==> src/hw/rssopt_pkg.sv <==
package rssopt_pkg;

  typedef logic [1:0] rssopt_addr_t;
  typedef logic [7:0] rssopt_byte_t;

  typedef enum logic [1:0] {
    ST_RUN  = 2'b01,
    ST_HOLD = 2'b10
  } rssopt_state_t;

  // register indices on the core bus
  localparam rssopt_addr_t ADDR_FLAGS = 2'h0;
  localparam rssopt_addr_t ADDR_DBG   = 2'h1;
  localparam rssopt_addr_t ADDR_OPT1  = 2'h2;
  localparam rssopt_addr_t ADDR_OPT2  = 2'h3;

  // reset_cause_flags bit positions
  localparam int FLG_POWER_ON = 7;
  localparam int FLG_PIN      = 6;
  localparam int FLG_WDOG     = 5;
  localparam int FLG_BAD_OP   = 4;
  localparam int FLG_BAD_ADDR = 3;
  localparam int FLG_LOW_V    = 1;
  localparam rssopt_byte_t FLAGS_POWER_ON_VAL = 8'h82;

  // debug_forced_reset
  localparam int           DBG_FORCE_BIT = 0;
  localparam rssopt_byte_t DBG_READ_VAL  = 8'h00;

  // system_options_one fields
  localparam int           OPT1_TMO_HI = 7;
  localparam int           OPT1_TMO_LO = 6;
  localparam int           OPT1_STOP   = 5;
  localparam int           OPT1_PINSEL = 2;
  localparam rssopt_byte_t OPT1_MASK   = 8'hE4;
  localparam rssopt_byte_t OPT1_RST    = 8'hC0;

  // system_options_two fields
  localparam int           OPT2_CLKSEL = 7;
  localparam rssopt_byte_t OPT2_MASK   = 8'h80;
  localparam rssopt_byte_t OPT2_RST    = 8'h00;

  // watchdog service keys
  localparam rssopt_byte_t SVC_KEY1 = 8'h55;
  localparam rssopt_byte_t SVC_KEY2 = 8'hAA;

  // watchdog limits in slow-clock ticks per timeout select
  localparam int WD_TICKS_1 = 32'h0000_0020;
  localparam int WD_TICKS_2 = 32'h0000_0100;
  localparam int WD_TICKS_3 = 32'h0000_0400;

  // reset hold time
  localparam int CLK_PERIOD_NS = 20;
  localparam int RST_HOLD_NS   = 320;
  localparam int RST_HOLD_CYC  = (RST_HOLD_NS + CLK_PERIOD_NS - 1) / CLK_PERIOD_NS;
  localparam int HOLD_CW       = 5;

endpackage

==> src/hw/rssopt_top.sv <==
// Contract
// RULE_01: reset cause flags are read-only, set only on reset entry.
// RULE_02: a reset forced by the debug host leaves every cause flag clear.
// RULE_03: watchdog on, cause-flag write other than 0x55 or 0xAA resets.
// RULE_04: 0x55 then 0xAA clears the watchdog, flags unchanged.
// RULE_05: power-on sets bits 7 and 1, others clear.
// RULE_06: low-voltage reset sets bit 1, keeps bit 7, clears the rest.
// RULE_07: other resets set active sources in bits 6..3, clear bits 7 and 1.
// RULE_08: bit 6 marks a low level on the external reset pin.
// RULE_09: bit 5 marks watchdog timeout; none while watchdog disabled.
// RULE_10: illegal opcode, disabled stop or background, resets and sets bit 4.
// RULE_11: access to unimplemented address resets and sets bit 3.
// RULE_12: force-reset register written only by debug host, reads 0x00.
// RULE_13: debug host writing 1 to force bit resets the whole chip.
// RULE_14: options one takes only its first write after each reset.
// RULE_15: software writes options one once during its initialisation.
// RULE_16: options one bits 7:6 with clock select set watchdog timeout.
// RULE_17: stop enable bit 5; stop while clear is an illegal opcode.
// RULE_18: options one bit 2 routes two-wire pins to first or alternate pair.
// RULE_19: options two clock select picks slow tick or bus clock.
// RULE_20: unimplemented bits read zero, writes to them do nothing.
`timescale 1ns/1ps
`default_nettype none
module rssopt_top #(
  parameter int WD_BUS_SHIFT = 8
) (
  input  wire logic                clk,
  input  wire logic                rstn,
  input  wire logic                bus_rd,
  input  wire logic                bus_wr,
  input  wire rssopt_pkg::rssopt_addr_t bus_addr,
  input  wire rssopt_pkg::rssopt_byte_t bus_wdata,
  output rssopt_pkg::rssopt_byte_t bus_rdata,
  input  wire logic                dbg_wr,
  input  wire rssopt_pkg::rssopt_byte_t dbg_wdata,
  input  wire logic                reset_pin_n,
  input  wire logic                supply_low,
  input  wire logic                lpo_clk,
  input  wire logic                low_voltage_reset_enable,
  input  wire logic                background_mode_enable,
  input  wire logic                cpu_bad_opcode,
  input  wire logic                cpu_stop_exec,
  input  wire logic                cpu_background_instruction_exec,
  input  wire logic                cpu_bad_address,
  output logic                     mcu_reset_n,
  output logic                     stop_enable,
  output logic                     watchdog_enable,
  input  wire logic                iic_sda_o,
  input  wire logic                iic_sda_oe,
  input  wire logic                iic_scl_o,
  input  wire logic                iic_scl_oe,
  output logic                     iic_sda_i,
  output logic                     iic_scl_i,
  input  wire logic                pa_sda_i,
  input  wire logic                pa_scl_i,
  output logic                     pa_sda_o,
  output logic                     pa_sda_oe,
  output logic                     pa_scl_o,
  output logic                     pa_scl_oe,
  input  wire logic                pb_sda_i,
  input  wire logic                pb_scl_i,
  output logic                     pb_sda_o,
  output logic                     pb_sda_oe,
  output logic                     pb_scl_o,
  output logic                     pb_scl_oe
);
  import rssopt_pkg::*;

  logic [6:0]           pad_raw;
  logic [6:0]           pad_s;
  logic                 pin_n_s;
  logic                 supply_low_s;
  logic                 lpo_s;
  rssopt_state_t        state_ff;
  rssopt_state_t        nxt_state;
  logic [HOLD_CW-1:0]   hold_cnt_ff;
  logic [HOLD_CW-1:0]   nxt_hold_cnt;
  rssopt_byte_t         flags_ff;
  rssopt_byte_t         nxt_flags;
  rssopt_byte_t         opt1_ff;
  rssopt_byte_t         nxt_opt1;
  logic                 opt1_lock_ff;
  logic                 nxt_opt1_lock;
  rssopt_byte_t         opt2_ff;
  rssopt_byte_t         nxt_opt2;
  logic                 opt2_lock_ff;
  logic                 nxt_opt2_lock;
  logic                 svc_arm_ff;
  logic                 nxt_svc_arm;
  logic                 lpo_prev_ff;
  logic                 nxt_lpo_prev;
  rssopt_byte_t         nxt_rdata;
  logic                 in_run;
  logic                 wr_flags;
  logic                 svc_key;
  logic                 bad_svc;
  logic                 svc_done;
  logic                 wd_en;
  logic                 wd_timeout;
  logic                 wd_clr;
  logic                 pin_src;
  logic                 lv_src;
  logic                 wd_src;
  logic                 op_src;
  logic                 ad_src;
  logic                 dbg_src;
  logic                 any_src;
  logic                 pin_sel;

  // pads and the slow clock are asynchronous to clk
  assign pad_raw = {reset_pin_n, supply_low, lpo_clk, pa_sda_i, pa_scl_i, pb_sda_i, pb_scl_i};

  rssopt_sync #(
    .WIDTH   (7),
    .RST_VAL (7'h4F)
  ) u_sync (
    .clk  (clk),
    .rstn (rstn),
    .d    (pad_raw),
    .q    (pad_s)
  );

  assign pin_n_s      = pad_s[6];
  assign supply_low_s = pad_s[5];
  assign lpo_s        = pad_s[4];

  rssopt_wdog #(
    .SHIFT (WD_BUS_SHIFT),
    .CW    (20)
  ) u_wdog (
    .clk         (clk),
    .rstn        (rstn),
    .clr         (wd_clr),
    .timeout_sel (opt1_ff[OPT1_TMO_HI:OPT1_TMO_LO]),
    .bus_clk_sel (opt2_ff[OPT2_CLKSEL]),
    .lpo_tick    (lpo_s & ~lpo_prev_ff),
    .enabled     (wd_en),
    .timeout     (wd_timeout)
  );

  assign in_run   = (state_ff == ST_RUN);
  assign wr_flags = in_run & bus_wr & (bus_addr == ADDR_FLAGS);
  assign svc_key  = (bus_wdata == SVC_KEY1) | (bus_wdata == SVC_KEY2);
  assign bad_svc  = wr_flags & wd_en & ~svc_key; // RULE_03
  assign svc_done = wr_flags & svc_arm_ff & (bus_wdata == SVC_KEY2); // RULE_04
  // the core is held in reset too, so the count restarts from zero on release
  assign wd_clr   = ~in_run | svc_done;

  assign pin_src = ~pin_n_s; // RULE_08
  assign lv_src  = low_voltage_reset_enable & supply_low_s; // RULE_06
  assign wd_src  = wd_timeout | bad_svc; // RULE_09
  assign op_src  = cpu_bad_opcode | (cpu_stop_exec & ~opt1_ff[OPT1_STOP])
                 | (cpu_background_instruction_exec & ~background_mode_enable); // RULE_10
  assign ad_src  = cpu_bad_address; // RULE_11
  assign dbg_src = dbg_wr & dbg_wdata[DBG_FORCE_BIT]; // RULE_13
  assign any_src = in_run & (pin_src | lv_src | wd_src | op_src | ad_src | dbg_src);

  // reset sequencer and cause capture
  always_comb begin
    nxt_state    = state_ff;
    nxt_hold_cnt = hold_cnt_ff;
    nxt_flags    = flags_ff;
    unique case (state_ff)
      ST_RUN: begin
        if (any_src) begin
          nxt_state    = ST_HOLD;
          nxt_hold_cnt = HOLD_CW'(RST_HOLD_CYC - 1);
          if (dbg_src) begin
            nxt_flags = 8'h00; // RULE_02
          end else if (lv_src) begin
            nxt_flags = '0;
            nxt_flags[FLG_POWER_ON] = flags_ff[FLG_POWER_ON];
            nxt_flags[FLG_LOW_V]    = 1'b1; // RULE_06
          end else begin
            nxt_flags = '0; // RULE_07
            nxt_flags[FLG_PIN]      = pin_src; // RULE_08
            nxt_flags[FLG_WDOG]     = wd_src; // RULE_09
            nxt_flags[FLG_BAD_OP]   = op_src; // RULE_10
            nxt_flags[FLG_BAD_ADDR] = ad_src; // RULE_11
          end
        end
      end
      ST_HOLD: begin
        // pin and low supply stretch the hold until they clear
        if (hold_cnt_ff != '0) begin
          nxt_hold_cnt = hold_cnt_ff - HOLD_CW'(1);
        end else if (!pin_src && !lv_src) begin
          nxt_state = ST_RUN;
        end
      end
    endcase
  end

  always_ff @(posedge clk or negedge rstn) begin
    if (!rstn) begin
      state_ff    <= ST_HOLD;
      hold_cnt_ff <= HOLD_CW'(RST_HOLD_CYC - 1);
      flags_ff    <= FLAGS_POWER_ON_VAL; // RULE_05
    end else begin
      state_ff    <= nxt_state;
      hold_cnt_ff <= nxt_hold_cnt;
      flags_ff    <= nxt_flags; // RULE_01
    end
  end

  // options, service arming and read port
  always_comb begin
    nxt_opt1      = opt1_ff;
    nxt_opt1_lock = opt1_lock_ff;
    nxt_opt2      = opt2_ff;
    nxt_opt2_lock = opt2_lock_ff;
    nxt_svc_arm   = svc_arm_ff;
    nxt_lpo_prev  = lpo_s;
    nxt_rdata     = bus_rdata;
    if (!in_run) begin
      nxt_opt1      = OPT1_RST;
      nxt_opt1_lock = 1'b0;
      nxt_opt2      = OPT2_RST;
      nxt_opt2_lock = 1'b0;
      nxt_svc_arm   = 1'b0;
    end else if (bus_wr) begin
      // a write to the force-reset index from the core is dropped here
      if (bus_addr == ADDR_OPT1 && !opt1_lock_ff) begin
        nxt_opt1      = bus_wdata & OPT1_MASK; // RULE_20
        nxt_opt1_lock = 1'b1; // RULE_14
      end
      if (bus_addr == ADDR_OPT2 && !opt2_lock_ff) begin
        nxt_opt2      = bus_wdata & OPT2_MASK; // RULE_19
        nxt_opt2_lock = 1'b1;
      end
      if (bus_addr == ADDR_FLAGS) begin
        nxt_svc_arm = (bus_wdata == SVC_KEY1); // RULE_04
      end
    end
    if (bus_rd) begin
      unique case (bus_addr)
        ADDR_FLAGS: nxt_rdata = flags_ff;
        ADDR_DBG:   nxt_rdata = DBG_READ_VAL; // RULE_12
        ADDR_OPT1:  nxt_rdata = opt1_ff;
        ADDR_OPT2:  nxt_rdata = opt2_ff;
      endcase
    end
  end

  always_ff @(posedge clk or negedge rstn) begin
    if (!rstn) begin
      opt1_ff      <= OPT1_RST;
      opt1_lock_ff <= 1'b0;
      opt2_ff      <= OPT2_RST;
      opt2_lock_ff <= 1'b0;
      svc_arm_ff   <= 1'b0;
      lpo_prev_ff  <= 1'b0;
      bus_rdata    <= 8'h00;
    end else begin
      opt1_ff      <= nxt_opt1;
      opt1_lock_ff <= nxt_opt1_lock;
      opt2_ff      <= nxt_opt2;
      opt2_lock_ff <= nxt_opt2_lock;
      svc_arm_ff   <= nxt_svc_arm;
      lpo_prev_ff  <= nxt_lpo_prev;
      bus_rdata    <= nxt_rdata;
    end
  end

  assign mcu_reset_n     = in_run;
  assign stop_enable     = opt1_ff[OPT1_STOP]; // RULE_17
  assign watchdog_enable = wd_en;

  // two-wire pin routing; inputs come through the synchroniser
  assign pin_sel   = opt1_ff[OPT1_PINSEL]; // RULE_18
  assign pa_sda_o  = iic_sda_o;
  assign pa_scl_o  = iic_scl_o;
  assign pb_sda_o  = iic_sda_o;
  assign pb_scl_o  = iic_scl_o;
  assign pa_sda_oe = iic_sda_oe & ~pin_sel;
  assign pa_scl_oe = iic_scl_oe & ~pin_sel;
  assign pb_sda_oe = iic_sda_oe & pin_sel;
  assign pb_scl_oe = iic_scl_oe & pin_sel;
  assign iic_sda_i = pin_sel ? pad_s[1] : pad_s[3];
  assign iic_scl_i = pin_sel ? pad_s[0] : pad_s[2];
endmodule
`default_nettype wire

==> src/hw/rssopt_sync.sv <==
`timescale 1ns/1ps
`default_nettype none
module rssopt_sync #(
  parameter int               WIDTH   = 1,
  parameter logic [WIDTH-1:0] RST_VAL = '0
) (
  input  wire logic             clk,
  input  wire logic             rstn,
  input  wire logic [WIDTH-1:0] d,
  output logic      [WIDTH-1:0] q
);
  import rssopt_pkg::*;

  logic [WIDTH-1:0] meta_ff;
  logic [WIDTH-1:0] nxt_meta;
  logic [WIDTH-1:0] nxt_q;

  always_comb begin
    nxt_meta = d;
    nxt_q    = meta_ff;
  end

  // first stage feeds the second stage only
  always_ff @(posedge clk or negedge rstn) begin
    if (!rstn) begin
      meta_ff <= RST_VAL;
      q       <= RST_VAL;
    end else begin
      meta_ff <= nxt_meta;
      q       <= nxt_q;
    end
  end
endmodule
`default_nettype wire

==> src/hw/rssopt_wdog.sv <==
`timescale 1ns/1ps
`default_nettype none
module rssopt_wdog #(
  parameter int SHIFT = 8,
  parameter int CW    = 20
) (
  input  wire logic       clk,
  input  wire logic       rstn,
  input  wire logic       clr,
  input  wire logic [1:0] timeout_sel,
  input  wire logic       bus_clk_sel,
  input  wire logic       lpo_tick,
  output logic            enabled,
  output logic            timeout
);
  import rssopt_pkg::*;

  logic [CW-1:0] cnt_ff;
  logic [CW-1:0] nxt_cnt;
  logic          nxt_timeout;
  logic [CW-1:0] limit;
  logic          tick;

  function automatic logic [CW-1:0] wd_limit(input logic [1:0] sel, input logic bsel);
    logic [CW-1:0] base;
    case (sel)
      2'b01:   base = CW'(WD_TICKS_1);
      2'b10:   base = CW'(WD_TICKS_2);
      default: base = CW'(WD_TICKS_3);
    endcase
    wd_limit = bsel ? (base << SHIFT) : base;
  endfunction

  // select code zero switches the watchdog off
  assign enabled = (timeout_sel != 2'b00);
  assign limit   = wd_limit(timeout_sel, bus_clk_sel); // RULE_16
  assign tick    = bus_clk_sel | lpo_tick; // RULE_19

  always_comb begin
    nxt_cnt     = cnt_ff;
    nxt_timeout = 1'b0;
    if (clr || !enabled) begin
      nxt_cnt = '0;
    end else if (tick) begin
      if (cnt_ff >= limit - CW'(1)) begin
        nxt_cnt     = '0;
        nxt_timeout = 1'b1;
      end else begin
        nxt_cnt = cnt_ff + CW'(1);
      end
    end
  end

  always_ff @(posedge clk or negedge rstn) begin
    if (!rstn) begin
      cnt_ff  <= '0;
      timeout <= 1'b0;
    end else begin
      cnt_ff  <= nxt_cnt;
      timeout <= nxt_timeout;
    end
  end
endmodule
`default_nettype wire

==> config.mk <==
export PLATFORM = sky130hd
export DESIGN_NAME = rssopt_top
export DESIGN_NICKNAME = d
export VERILOG_FILES = /design/src/hw/rssopt_pkg.sv /design/src/hw/rssopt_top.sv /design/src/hw/rssopt_sync.sv /design/src/hw/rssopt_wdog.sv
export SDC_FILE = /design/constraint.sdc
export NUM_CORES = 1
export LEC_CHECK = 0
export ABC_AREA = 1
export BUFFER_PORTS_ARGS = -buffer_cell sky130_fd_sc_hd__buf_2
export CORE_MARGIN = 2
export CORE_UTILIZATION = 35
export CTS_BUF_LIST = sky130_fd_sc_hd__clkbuf_8
export DETAILED_ROUTE_END_ITERATION = 8
export PLACE_DENSITY_LB_ADDON = 0.3
export SLEW_MARGIN = 20
export SYNTH_ARGS = -nofsm -noshare
export SYNTH_HDL_FRONTEND = slang
export SYNTH_SLANG_ARGS = --single-unit
==> constraint.sdc <==
create_clock -name clk -period 7.29 [get_ports clk]
set_input_delay 1.0935 -clock clk [delete_from_list [all_inputs] [get_ports clk]]
set_output_delay 1.0935 -clock clk [all_outputs]
set_load 0.03 [all_outputs]
==> out/results.txt, run 1 <==
Ant. Diodes: 0
Cell mode on critical path: inv_1
Worst-path clk slew: 0.08 ns
Fin crit share: 0.472
Post-Syn Nets: 609
Root buffer cell: clkbuf_8
Setup TNS: 0 ns
Seq pwr share: 0.497
Sequential share of the synthesized area: 0.415
Area share of the largest cell type after synthesis: 0.288
Die X: 110 µm
Final Non-Filler Cells: 738
Setup crit start kind: flip-flop
CP max FO: 7
Placed cell count: 722
Die area: 12,000 µm²
Clock buffer depth: 2
Max cap viols: 0
Met2 WL: 4330 µm
Hold wc startpoint: u_sync.meta_ff[5]$_DFF_PN0_
Largest area contributor in the netlist: dfrtp_1
Fmax: 0.290 GHz
Die height: 110 µm
Arrival time of the worst setup path: 3.73 ns
Slew Limit Fails: 0
CP max stage cell: dfstp_2
Peak supply drop: 193 µV
Number of CTS-inserted buffers: 9
Worst-path cell chain: inv_1 -> ha_1 -> inv_1 -> nor2_1 -> inv_1 -> ha_1 -> inv_1 -> nor3_1 -> o21ai_0 -> xor2_1 -> ha_1 -> nand2_1 -> inv_1 -> nand2_1 -> nand2_1 -> a21oi_1 -> nand3_2 -> nor2_1 -> nand3_1 -> nand2_1
Routed Wire Length: 8950 µm
CTS tree: done
Initial core utilization: 0.360
Vias in the first global route: 3,322
Area grow syn2layout: 13.3%
Crit Path Category: reg2reg
Nets: 656
RR Endpoint: u_wdog.cnt_ff[2]$_DFFE_PN0P_
Endpoints failing hold: 0
WP buf/inv: 5
Mapped Cells: 546
Antenna Violating Nets Remaining: 0
#FFs+latches synth: 64
Worst min-delay path class: reg2reg
DR vias: 3,406
Worst clock skew: 0.0119 ns
Final GP Congestion: 0.879
Worst Setup End Kind: flip-flop
Dpl hpwl: 6700 µm
Hold endpoint: u_sync.q[5]$_DFF_PN0_
Synth async-reset ratio: 1.00
Hold path depth: 0
Most numerous cell in the Yosys netlist: nand2_1
WL met1: 4230 µm
H-tree Lvls: 3
Main flop type after synthesis: dfrtp_1
Final instance area: 4430 µm²
Number of synthesized flops with an enable pin: 0
P_leak: 2.32 nW
Slowest Stage Delay on Critical Path: 0.55 ns
Logic pwr share: 0.155
Routed wire length per instance: 12.1 µm
Synthesized area per cell: 7.17 µm²
Crit path time final: 3.44 ns
Initial antenna violation count: 0
Share of post-route cells with drive strength above 1: 0.172
Clock sink total: 64
NetSw: 0.242 mW
Highest metal used: met4
Global-route wire length before repair: 15,100 µm
Reg-to-reg slack, setup: 3.85 ns
Reg2Reg Depth: 20
Worst slack, placed: 3.83 ns
Critical Path RT: 7.57 ns
Yosys cell types: 34
Worst slew margin: 0.435
# port buffers: 46
Ys Warns: 0
Clock network power share: 0.348
Iteration-0 DRC Markers: 180
CTS hold repair buffers: 0
Post-CTS setup repair buffer count: 0
PD cells: 184 nW/µm²
Reg-to-reg startpoint: opt1_ff[7]$_DFFE_PN1P_
Worst skew pair latency: 0.35 ns
Setup violations, final: 0
Fin worst setup slack: 3.85 ns
Worst-Margin Slew: 0.848 ns
Hold slack: 0.356 ns
Vias per cell: 4.62
I/O pin total: 61
RSZ-0062 raised after global routing: false
Post-CTS sizing: 0
Cell area after synthesis: 3920 µm²
Detail Route met3 WL: 289 µm
Pin count of the biggest net entering global routing: 65
Pre-antenna DRT Iters: 4
Placed Instance Area: 4250 µm²
Internal: 0.572 mW
Total grt overflow: 0
Top delay family on crit path: simple AND/OR/NAND/NOR gates
Switching share of power: 0.297
Ranking of synthesized cells by area: dfrtp_1, nand2_1, dfstp_2, ha_1, inv_1
Tot GR Track Use: 0.160
Core area: 10,900 µm²
Status: finished clean
Row count: 38
DRC: 0
Post-synth top cells: nand2_1, inv_1, nor2_1, nand3_1, dfrtp_1
[area by class of cell]
class | count | area, µm²
inverters | 79 | 297
multi-input cells | 392 | 1920
repair buffers | 47 | 238
clock buffers | 10 | 138
clock inverters | 6 | 42.5
fillers | 1148 | 6450
flip-flops and latches | 64 | 1630
well taps | 140 | 175
[worst max-delay path by stage]
stage | depth (start not counted) | endpoint | slack [ns] | from
2_1_floorplan | 20 | u_wdog.cnt_ff[0]$_DFFE_PN0P_ | 4.39 | opt1_ff[6]$_DFFE_PN1P_
3_3_place_gp | 20 | u_wdog.cnt_ff[2]$_DFFE_PN0P_ | 4.00 | opt1_ff[7]$_DFFE_PN1P_
3_5_place_dp | 20 | u_wdog.cnt_ff[2]$_DFFE_PN0P_ | 3.83 | opt1_ff[7]$_DFFE_PN1P_
4_1_cts | 20 | u_wdog.cnt_ff[2]$_DFFE_PN0P_ | 3.81 | opt1_ff[7]$_DFFE_PN1P_
5_1_grt | 20 | u_wdog.cnt_ff[2]$_DFFE_PN0P_ | 3.50 | opt1_ff[7]$_DFFE_PN1P_
6_report | 20 | u_wdog.cnt_ff[2]$_DFFE_PN0P_ | 3.85 | opt1_ff[7]$_DFFE_PN1P_
[power groups by stage]
stage	clock network, mW	registers [mW]	logic [mW]
2_1_floorplan	0	0.412	0.0895
3_3_place_gp	0	0.410	0.121
3_5_place_dp	0	0.411	0.127
4_1_cts	0.294	0.404	0.127
5_1_grt	0.309	0.407	0.147
6_report	0.283	0.405	0.126
[layer usage]
metal / up-vias / global-route usage
met5: - / 0
met3: 10 / 0.0397
met2: 43 / 0.265
met1: 1568 / 0.209
li1: 1785 / -
met4: 0 / 0.0452
[through the flow]
| step | power, mW | util |
|---|---|---|
| 6_report | 0.814 | 0.407 |
| 5_1_grt | 0.862 | 0.407 |
| 4_1_cts | 0.825 | 0.407 |
| 3_5_place_dp | 0.538 | 0.391 |
| 3_3_place_gp | 0.531 | 0.391 |
| 2_1_floorplan | 0.502 | - |
[placed cells by master (no fill, tap or decap), drive strengths merged]
cell and count:
o21a 1, o22a 1, clkinv 3, dfrtp 45, a21oi 11, clkinvlp 2, inv 80, nand4 5
conb 1, clkbuf 10, nand2 188, dfstp 19, a22oi 1, o21ai 17, buf 47, ha 23
nor2 75, nor3 6, nand3 49, or2 3, nand3b 2, a31oi 2, xor2 5, xnor2 2
[sequential cells by signal (all words and copies together), names as in the netlist]
register / flops
opt2_lock_ff: 1
bus_rdata: 7
svc_arm_ff: 1
u_sync.q: 7
u_wdog.cnt_ff: 20
lpo_prev_ff: 1
opt1_lock_ff: 1
opt1_ff: 4
state_ff: 2
opt2_ff: 1
u_wdog.timeout: 1
u_sync.meta_ff: 7
flags_ff: 6
hold_cnt_ff: 5
[cell families (layout without fill, tap and decap cells)]
kind of cell               after synthesis  in the layout  share of synthesized area
xor gates and xnor gates                 7              7                     0.0157
buffers and inverters                   90            142                     0.0946
other                                    1              1                   0.000958
adders and majority gates               23             23                     0.0735
DFF                                     64             64                      0.415
AOI/OAI and AO/OA                       33             33                     0.0451
and+or+nand+nor                        328            328                      0.355
No activity file was read; power rests on OpenSTA's default activity.
==> run 2, diff against run 1 <==
Settings changed: ABC_AREA 1 to 0.
Clock period 7.29 ns to 2.9 ns, I/O delays scaled along.
==> out/results.txt, run 2 <==
Status: finished clean
Final Non-Filler Cells: 558 (-24%)
Area grow syn2layout: 23.9%
Tot GR Track Use: 0.151 (-0.00924)
Commonest non-fill, non-tap cell in the layout: buf_2
CP max FO: 6 (-1)
Placed cell count: 537 (-26%)
Core area: 10,100 µm² (-6.9%)
P_leak: 1.92 nW (-18%)
Routed wire length per instance: 14.4 µm (+19%)
Worst-path clk slew: 0.07 ns (about the same)
Number of CTS-inserted buffers: 9 (unchanged)
Pre-antenna DRT Iters: 4 (unchanged)
Synthesized area per cell: 10.1 µm² (+41%)
Pin count of the biggest net entering global routing: 33 (-49%)
Routed Wire Length: 8020 µm (-10%)
Crit path time final: 2.87 ns (-0.579 ns)
Area of the multi-input gates: 1940 µm² (+1.1%)
Peak supply drop: 227 µV (+17%)
Critical Path RT: 3.14 ns (-4.43 ns)
Die height: 105 µm (-3.9%)
Nets: 480 (-27%)
Post-Syn Nets: 419 (-31%)
Most frequent cells in the layout: buf_2, dfrtp_1, nand2_1
Vias in the first global route: 2,828 (-15%)
Ranking of synthesized cells by area: dfrtp_1, dfstp_2, ha_1, xnor2_1, nor3_1
H-tree Lvls: 3 (unchanged)
Ant. Diodes: 0 (unchanged)
Initial core utilization: 0.355 (-0.00427)
CTS tree: done
Crit Path Category: reg2reg
Yosys cell types: 56 (+65%)
Die area: 11,100 µm² (-7.7%)
Area share of the largest cell type after synthesis: 0.313 (+0.0250)
Iteration-0 DRC Markers: 93 (-48%)
DR vias: 2,845 (-16%)
Number of synthesized flops with an enable pin: 0 (unchanged)
Ys Warns: 0 (unchanged)
Worst Setup End Kind: flip-flop
Max FFs per register: 20 (unchanged)
Cell area after synthesis: 3600 µm² (-8.0%)
# fillers: 980 (-15%)
Final GP Congestion: 0.813 (-7.5%)
Clock buffer depth: 2 (unchanged)
PD cells: 472 nW/µm² (+160%)
Root buffer cell: clkbuf_8
Synth async-reset ratio: 1.00 (unchanged)
Die X: 105 µm (-3.9%)
RR Endpoint: u_wdog.cnt_ff[3]$_DFFE_PN0P_
Setup crit start kind: flip-flop
Most numerous cell in the Yosys netlist: dfrtp_1
Setup violations, final: 0 (unchanged)
Share of post-route cells with drive strength above 1: 0.322 (+0.150)
I/O pin total: 61 (unchanged)
Main flop type after synthesis: dfrtp_1
Slew Limit Fails: 0 (unchanged)
# port buffers: 46 (unchanged)
RSZ-0062 raised after global routing: true
Dpl hpwl: 5840 µm (-13%)
Sequential share of the synthesized area: 0.451 (+0.0360)
Vias per cell: 5.10 (+10%)
Total grt overflow: 0 (unchanged)
Fmax: 0.349 GHz (+20%)
Reg2Reg Depth: 11 (-45%)
FF+latch area: 1630 µm² (unchanged)
DRC: 0 (unchanged)
Worst-Margin Slew: 0.686 ns (-0.162 ns)
Initial antenna violation count: 0 (unchanged)
Max cap viols: 0 (unchanged)
Reg-to-reg slack, setup: 0.03 ns (-3.81 ns)
Arrival time of the worst setup path: 3.10 ns (-0.63 ns)
Post-synth top cells: dfrtp_1, nand2_1, ha_1, inv_1, nor3_1
Global-route wire length before repair: 13,500 µm (-11%)
Clock sink total: 64 (unchanged)
#FFs+latches synth: 64 (unchanged)
Row count: 37 (-2.6%)
Mapped Cells: 356 (-35%)
Largest area contributor in the netlist: dfrtp_1
Worst min-delay path class: in2async
Endpoints failing hold: 0 (unchanged)
Fin crit share: 0.988 (+0.516)
Worst slew margin: 0.531 (+0.0961)
Worst clock skew: 0.0112 ns (-0.000686 ns)
Worst skew pair latency: 0.35 ns (about the same)
Antenna Violating Nets Remaining: 0 (unchanged)
Pwr Total: 2.10 mW (+160%)
Most flops, register: u_wdog.cnt_ff
Reg-to-reg startpoint: opt1_ff[6]$_DFFE_PN1P_
[run 2: changes by cell type after synthesis, sizes merged, moves of 6 or more]
cell    change
nand2     -160
nor2       -60
inv        -56
nand3      -36
nor3       +16
xnor2      +13
a21oi      +10
clkbuf      +6
nor2b       +6
[run 2: worst max path at each step]
stage	cells after the start	startpoint	endpoint	slack [ns]
2_1_floorplan	13	opt1_ff[7]$_DFFE_PN1P_	u_wdog.cnt_ff[6]$_DFFE_PN0P_	0.06
3_3_place_gp	11	opt1_ff[6]$_DFFE_PN1P_	u_wdog.cnt_ff[17]$_DFFE_PN0P_	-0.02
3_5_place_dp	11	opt1_ff[6]$_DFFE_PN1P_	u_wdog.cnt_ff[17]$_DFFE_PN0P_	-0.05
4_1_cts	13	opt1_ff[6]$_DFFE_PN1P_	u_wdog.cnt_ff[16]$_DFFE_PN0P_	0.0007
5_1_grt	11	opt1_ff[6]$_DFFE_PN1P_	u_wdog.cnt_ff[19]$_DFFE_PN0P_	-0.10
6_report	11	opt1_ff[6]$_DFFE_PN1P_	u_wdog.cnt_ff[3]$_DFFE_PN0P_	0.03
[run 2: worst max-delay path, cell delays in order, from the launching register on]
cell	delay, ns
dfstp_2	0.60
inv_4	0.07
ha_4	0.27
nor2b_4	0.16
o21ai_2	0.08
buf_4	0.14
ha_1	0.29
nand4_1	0.16
a2111o_1	0.44
a31oi_4	0.30
clkbuf_16	0.20
nor3_1	0.05
[run 2: power by group]
group | switching, mW | leakage (nW) | internal [mW]
combinational | 0.147 | 0.993 | 0.108
sequential | 0.0447 | 0.811 | 0.979
clock | 0.348 | 0.114 | 0.477
[run 2: per-layer routing]
| layer | share of wire | up-vias | global-route usage |
|---|---|---|---|
| li1 | - | 1415 | - |
| met1 | 0.48 | 1382 | 0.198 |
| met2 | 0.47 | 40 | 0.238 |
| met3 | 0.037 | 8 | 0.0451 |
| met4 | 0.011 | 0 | 0.0514 |
| met5 | 0 | - | 0 |
[run 2: final cells by class]
| cell class | count | share of cell area |
|---|---|---|
| multi-input cells | 252 | 0.435 |
| flip-flops and latches | 64 | 0.364 |
| well taps | 136 | 0.0381 |
| repair buffers | 67 | 0.0953 |
| inverters | 23 | 0.0199 |
| clock buffers | 9 | 0.0278 |
| clock inverters | 7 | 0.0196 |
[run 2: stage by stage]
| stage | TNS (ns) | cell area (µm²) | hold slack, ns | utilization | worst slack [ns] |
|---|---|---|---|---|---|
| after detailed placement | -0.285 | 4040 | 0.336 | 0.398 | -0.0501 |
| after global placement | -0.0349 | 4040 | 0.335 | 0.398 | -0.0178 |
| after global routing | -1.67 | 4460 | 0.144 | 0.440 | -0.104 |
| after floorplan | 0 | 3600 | 0.139 | - | 0.0567 |
| after CTS | 0 | 4250 | 0.108 | 0.419 | 0.000748 |
| final | 0 | 4460 | 0.113 | 0.440 | 0.0348 |
[run 2: kinds of logic (layout without fill, tap and decap cells)]
logic type               after synthesis  after routing  share of synthesized area
adder cells (fa/ha/maj)               23             23                     0.0799
AO/OA/AOI/OAI                         80             80                      0.166
XOR/XNOR                              21             21                     0.0511
buffers and inverters                 40            106                     0.0518
multiplexers                           6              6                     0.0174
other                                  1              1                    0.00104
flip-flops                            64             64                      0.451
AND/OR/NAND/NOR                      121            121                      0.182
[run 2: what timing repair did]
item                       CTS  global route
hold buffers                 0             0
setup endpoints to repair   19            21
pin swaps                    0            11
setup buffers                0             4
gates resized for setup      1            31
gates cloned                 0             1
==> run 3, diff against run 2 <==
Clock period 2.9 ns to 3.5 ns, I/O delays scaled along.
==> out/results.txt, run 3 (synthesis results as in run 2) <==
Pwr Total: 1.74 mW (-17%)
Tot GR Track Use: 0.146 (-0.00494)
Setup TNS: 0 ns (unchanged)
Critical Path RT: 3.67 ns (+0.53 ns)
Root buffer cell: clkbuf_8
CTS hold repair buffers: 0 (unchanged)
Share of post-route cells with drive strength above 1: 0.241 (-0.0809)
# fillers: 980 (unchanged)
Total grt overflow: 0 (unchanged)
Fin worst setup slack: 0.305 ns (+0.271 ns)
Fmax: 0.313 GHz (-10%)
WP buf/inv: 2 (-1)
Worst min-delay path class: in2async
Pin count of the biggest net entering global routing: 45 (+36%)
Initial core utilization: 0.355 (unchanged)
# port buffers: 46 (unchanged)
Post-CTS sizing: 0 (-1)
Initial antenna violation count: 0 (unchanged)
Hold slack: 0.177 ns (+0.0633 ns)
RSZ-0062 raised after global routing: false
Nets: 464 (-3.3%)
Worst-path clk slew: 0.07 ns (about the same)
Peak supply drop: 305 µV (+34%)
Post-CTS setup repair buffer count: 0 (unchanged)
DRC: 0 (unchanged)
Top delay family on crit path: compound AO/OA/AOI/OAI gates
Cell mode on critical path: ha_1
Fin crit share: 0.913 (-0.0752)
Final GP Congestion: 0.779 (-4.2%)
Number of CTS-inserted buffers: 9 (unchanged)
Clock sink total: 64 (unchanged)
Crit path time final: 3.19 ns (+0.329 ns)
Worst slack, placed: 0.313 ns (+0.363 ns)
Area grow syn2layout: 15.7%
Most flops, register: u_wdog.cnt_ff
Dpl hpwl: 5630 µm (-3.5%)
H-tree Lvls: 3 (unchanged)
Worst slew margin: 0.410 (-0.121)
Slew Limit Fails: 0 (unchanged)
Setup crit start kind: flip-flop
Arrival time of the worst setup path: 3.37 ns (+0.27 ns)
Ant. Diodes: 0 (unchanged)
Crit Path Category: reg2reg
Status: finished clean
Worst clock skew: 0.00943 ns (-0.00178 ns)
Row count: 37 (unchanged)
Max cap viols: 0 (unchanged)
Routed Wire Length: 7610 µm (-5.2%)
Antenna Violating Nets Remaining: 0 (unchanged)
Most frequent cells in the layout: dfrtp_1, buf_2, nand2_1
Vias per cell: 5.06 (-0.67%)
Endpoints failing hold: 0 (unchanged)
CTS tree: done
Max FFs per register: 20 (unchanged)
Core area: 10,100 µm² (unchanged)
PD cells: 418 nW/µm² (-11%)
Worst-Margin Slew: 0.885 ns (+0.199 ns)
Die height: 105 µm (unchanged)
Vias in the first global route: 2,673 (-5.5%)
CP max stage cell: dfstp_2
I/O pin total: 61 (unchanged)
Worst skew pair latency: 0.34 ns (about the same)
Die X: 105 µm (unchanged)
Setup violations, final: 0 (unchanged)
Iteration-0 DRC Markers: 137 (+47%)
Routed wire length per instance: 14.0 µm (-2.4%)
Pre-antenna DRT Iters: 6 (+2)
Slowest Stage Delay on Critical Path: 0.55 ns (-0.05 ns)
P_leak: 1.84 nW (-4.2%)
Clock buffer depth: 2 (unchanged)
DR vias: 2,745 (-3.5%)
Worst Setup End Kind: flip-flop
Global-route wire length before repair: 12,900 µm (-4.0%)
CP max FO: 13 (+7)
Worst-path cell chain: inv_1 -> ha_1 -> nor2b_1 -> o21ai_0 -> xnor2_1 -> ha_1 -> nand4_1 -> a2111o_1 -> a31oi_4 -> buf_12 -> nor3_1
Die area: 11,100 µm² (unchanged)
## run 3: layout make-up
cell class / instances / area (µm²) / area share
multi-input combinational: 252 / 1790 / 0.429
sequential: 64 / 1630 / 0.390
timing repair buffer: 51 / 283 / 0.0678
tap: 136 / 170 / 0.0408
clock buffer: 10 / 138 / 0.0330
inverter: 23 / 86.3 / 0.0207
clock inverter: 6 / 76.3 / 0.0183
## run 3: per-stage QoR
stage,cell area (µm²),std cells,util
floorplan,3600,356,-
global placement,3950,526,0.390
detailed placement,3950,526,0.390
CTS,4170,542,0.411
global route,4170,542,0.411
finish,4170,542,0.411
## run 3: power by group
part / internal (mW) / total (mW) / leakage [nW] / switching, mW
Sequential: 0.812 / 0.849 / 0.811 / 0.0376
Clock: 0.412 / 0.683 / 0.120 / 0.272
Combinational: 0.0884 / 0.208 / 0.905 / 0.120
## run 3: per-layer routing
metal | global-route usage | vias to the layer above | routed length, µm
li1 | - | 1383 | -
met1 | 0.189 | 1296 | 3660
met2 | 0.230 | 56 | 3490
met3 | 0.0359 | 10 | 323
met4 | 0.0676 | 0 | 132
met5 | 0 | - | 0
## run 3: worst paths after layout
check / startpoint / to / slack, ns / cells past startpoint
min in group clk: pa_sda_i / u_sync.meta_ff[3]$_DFF_PN1_ / 0.28 / 1
min reg2reg: u_sync.meta_ff[4]$_DFF_PN0_ / u_sync.q[4]$_DFF_PN0_ / 0.35 / 0
min: rstn / bus_rdata[7]$_DFFE_PN0P_ / 0.18 / 1
max in group asynchronous: rstn / u_wdog.cnt_ff[1]$_DFFE_PN0P_ / 2.62 / 2
max reg2reg: opt1_ff[6]$_DFFE_PN1P_ / u_wdog.cnt_ff[5]$_DFFE_PN0P_ / 0.31 / 11
max: opt1_ff[6]$_DFFE_PN1P_ / u_wdog.cnt_ff[5]$_DFFE_PN0P_ / 0.31 / 11
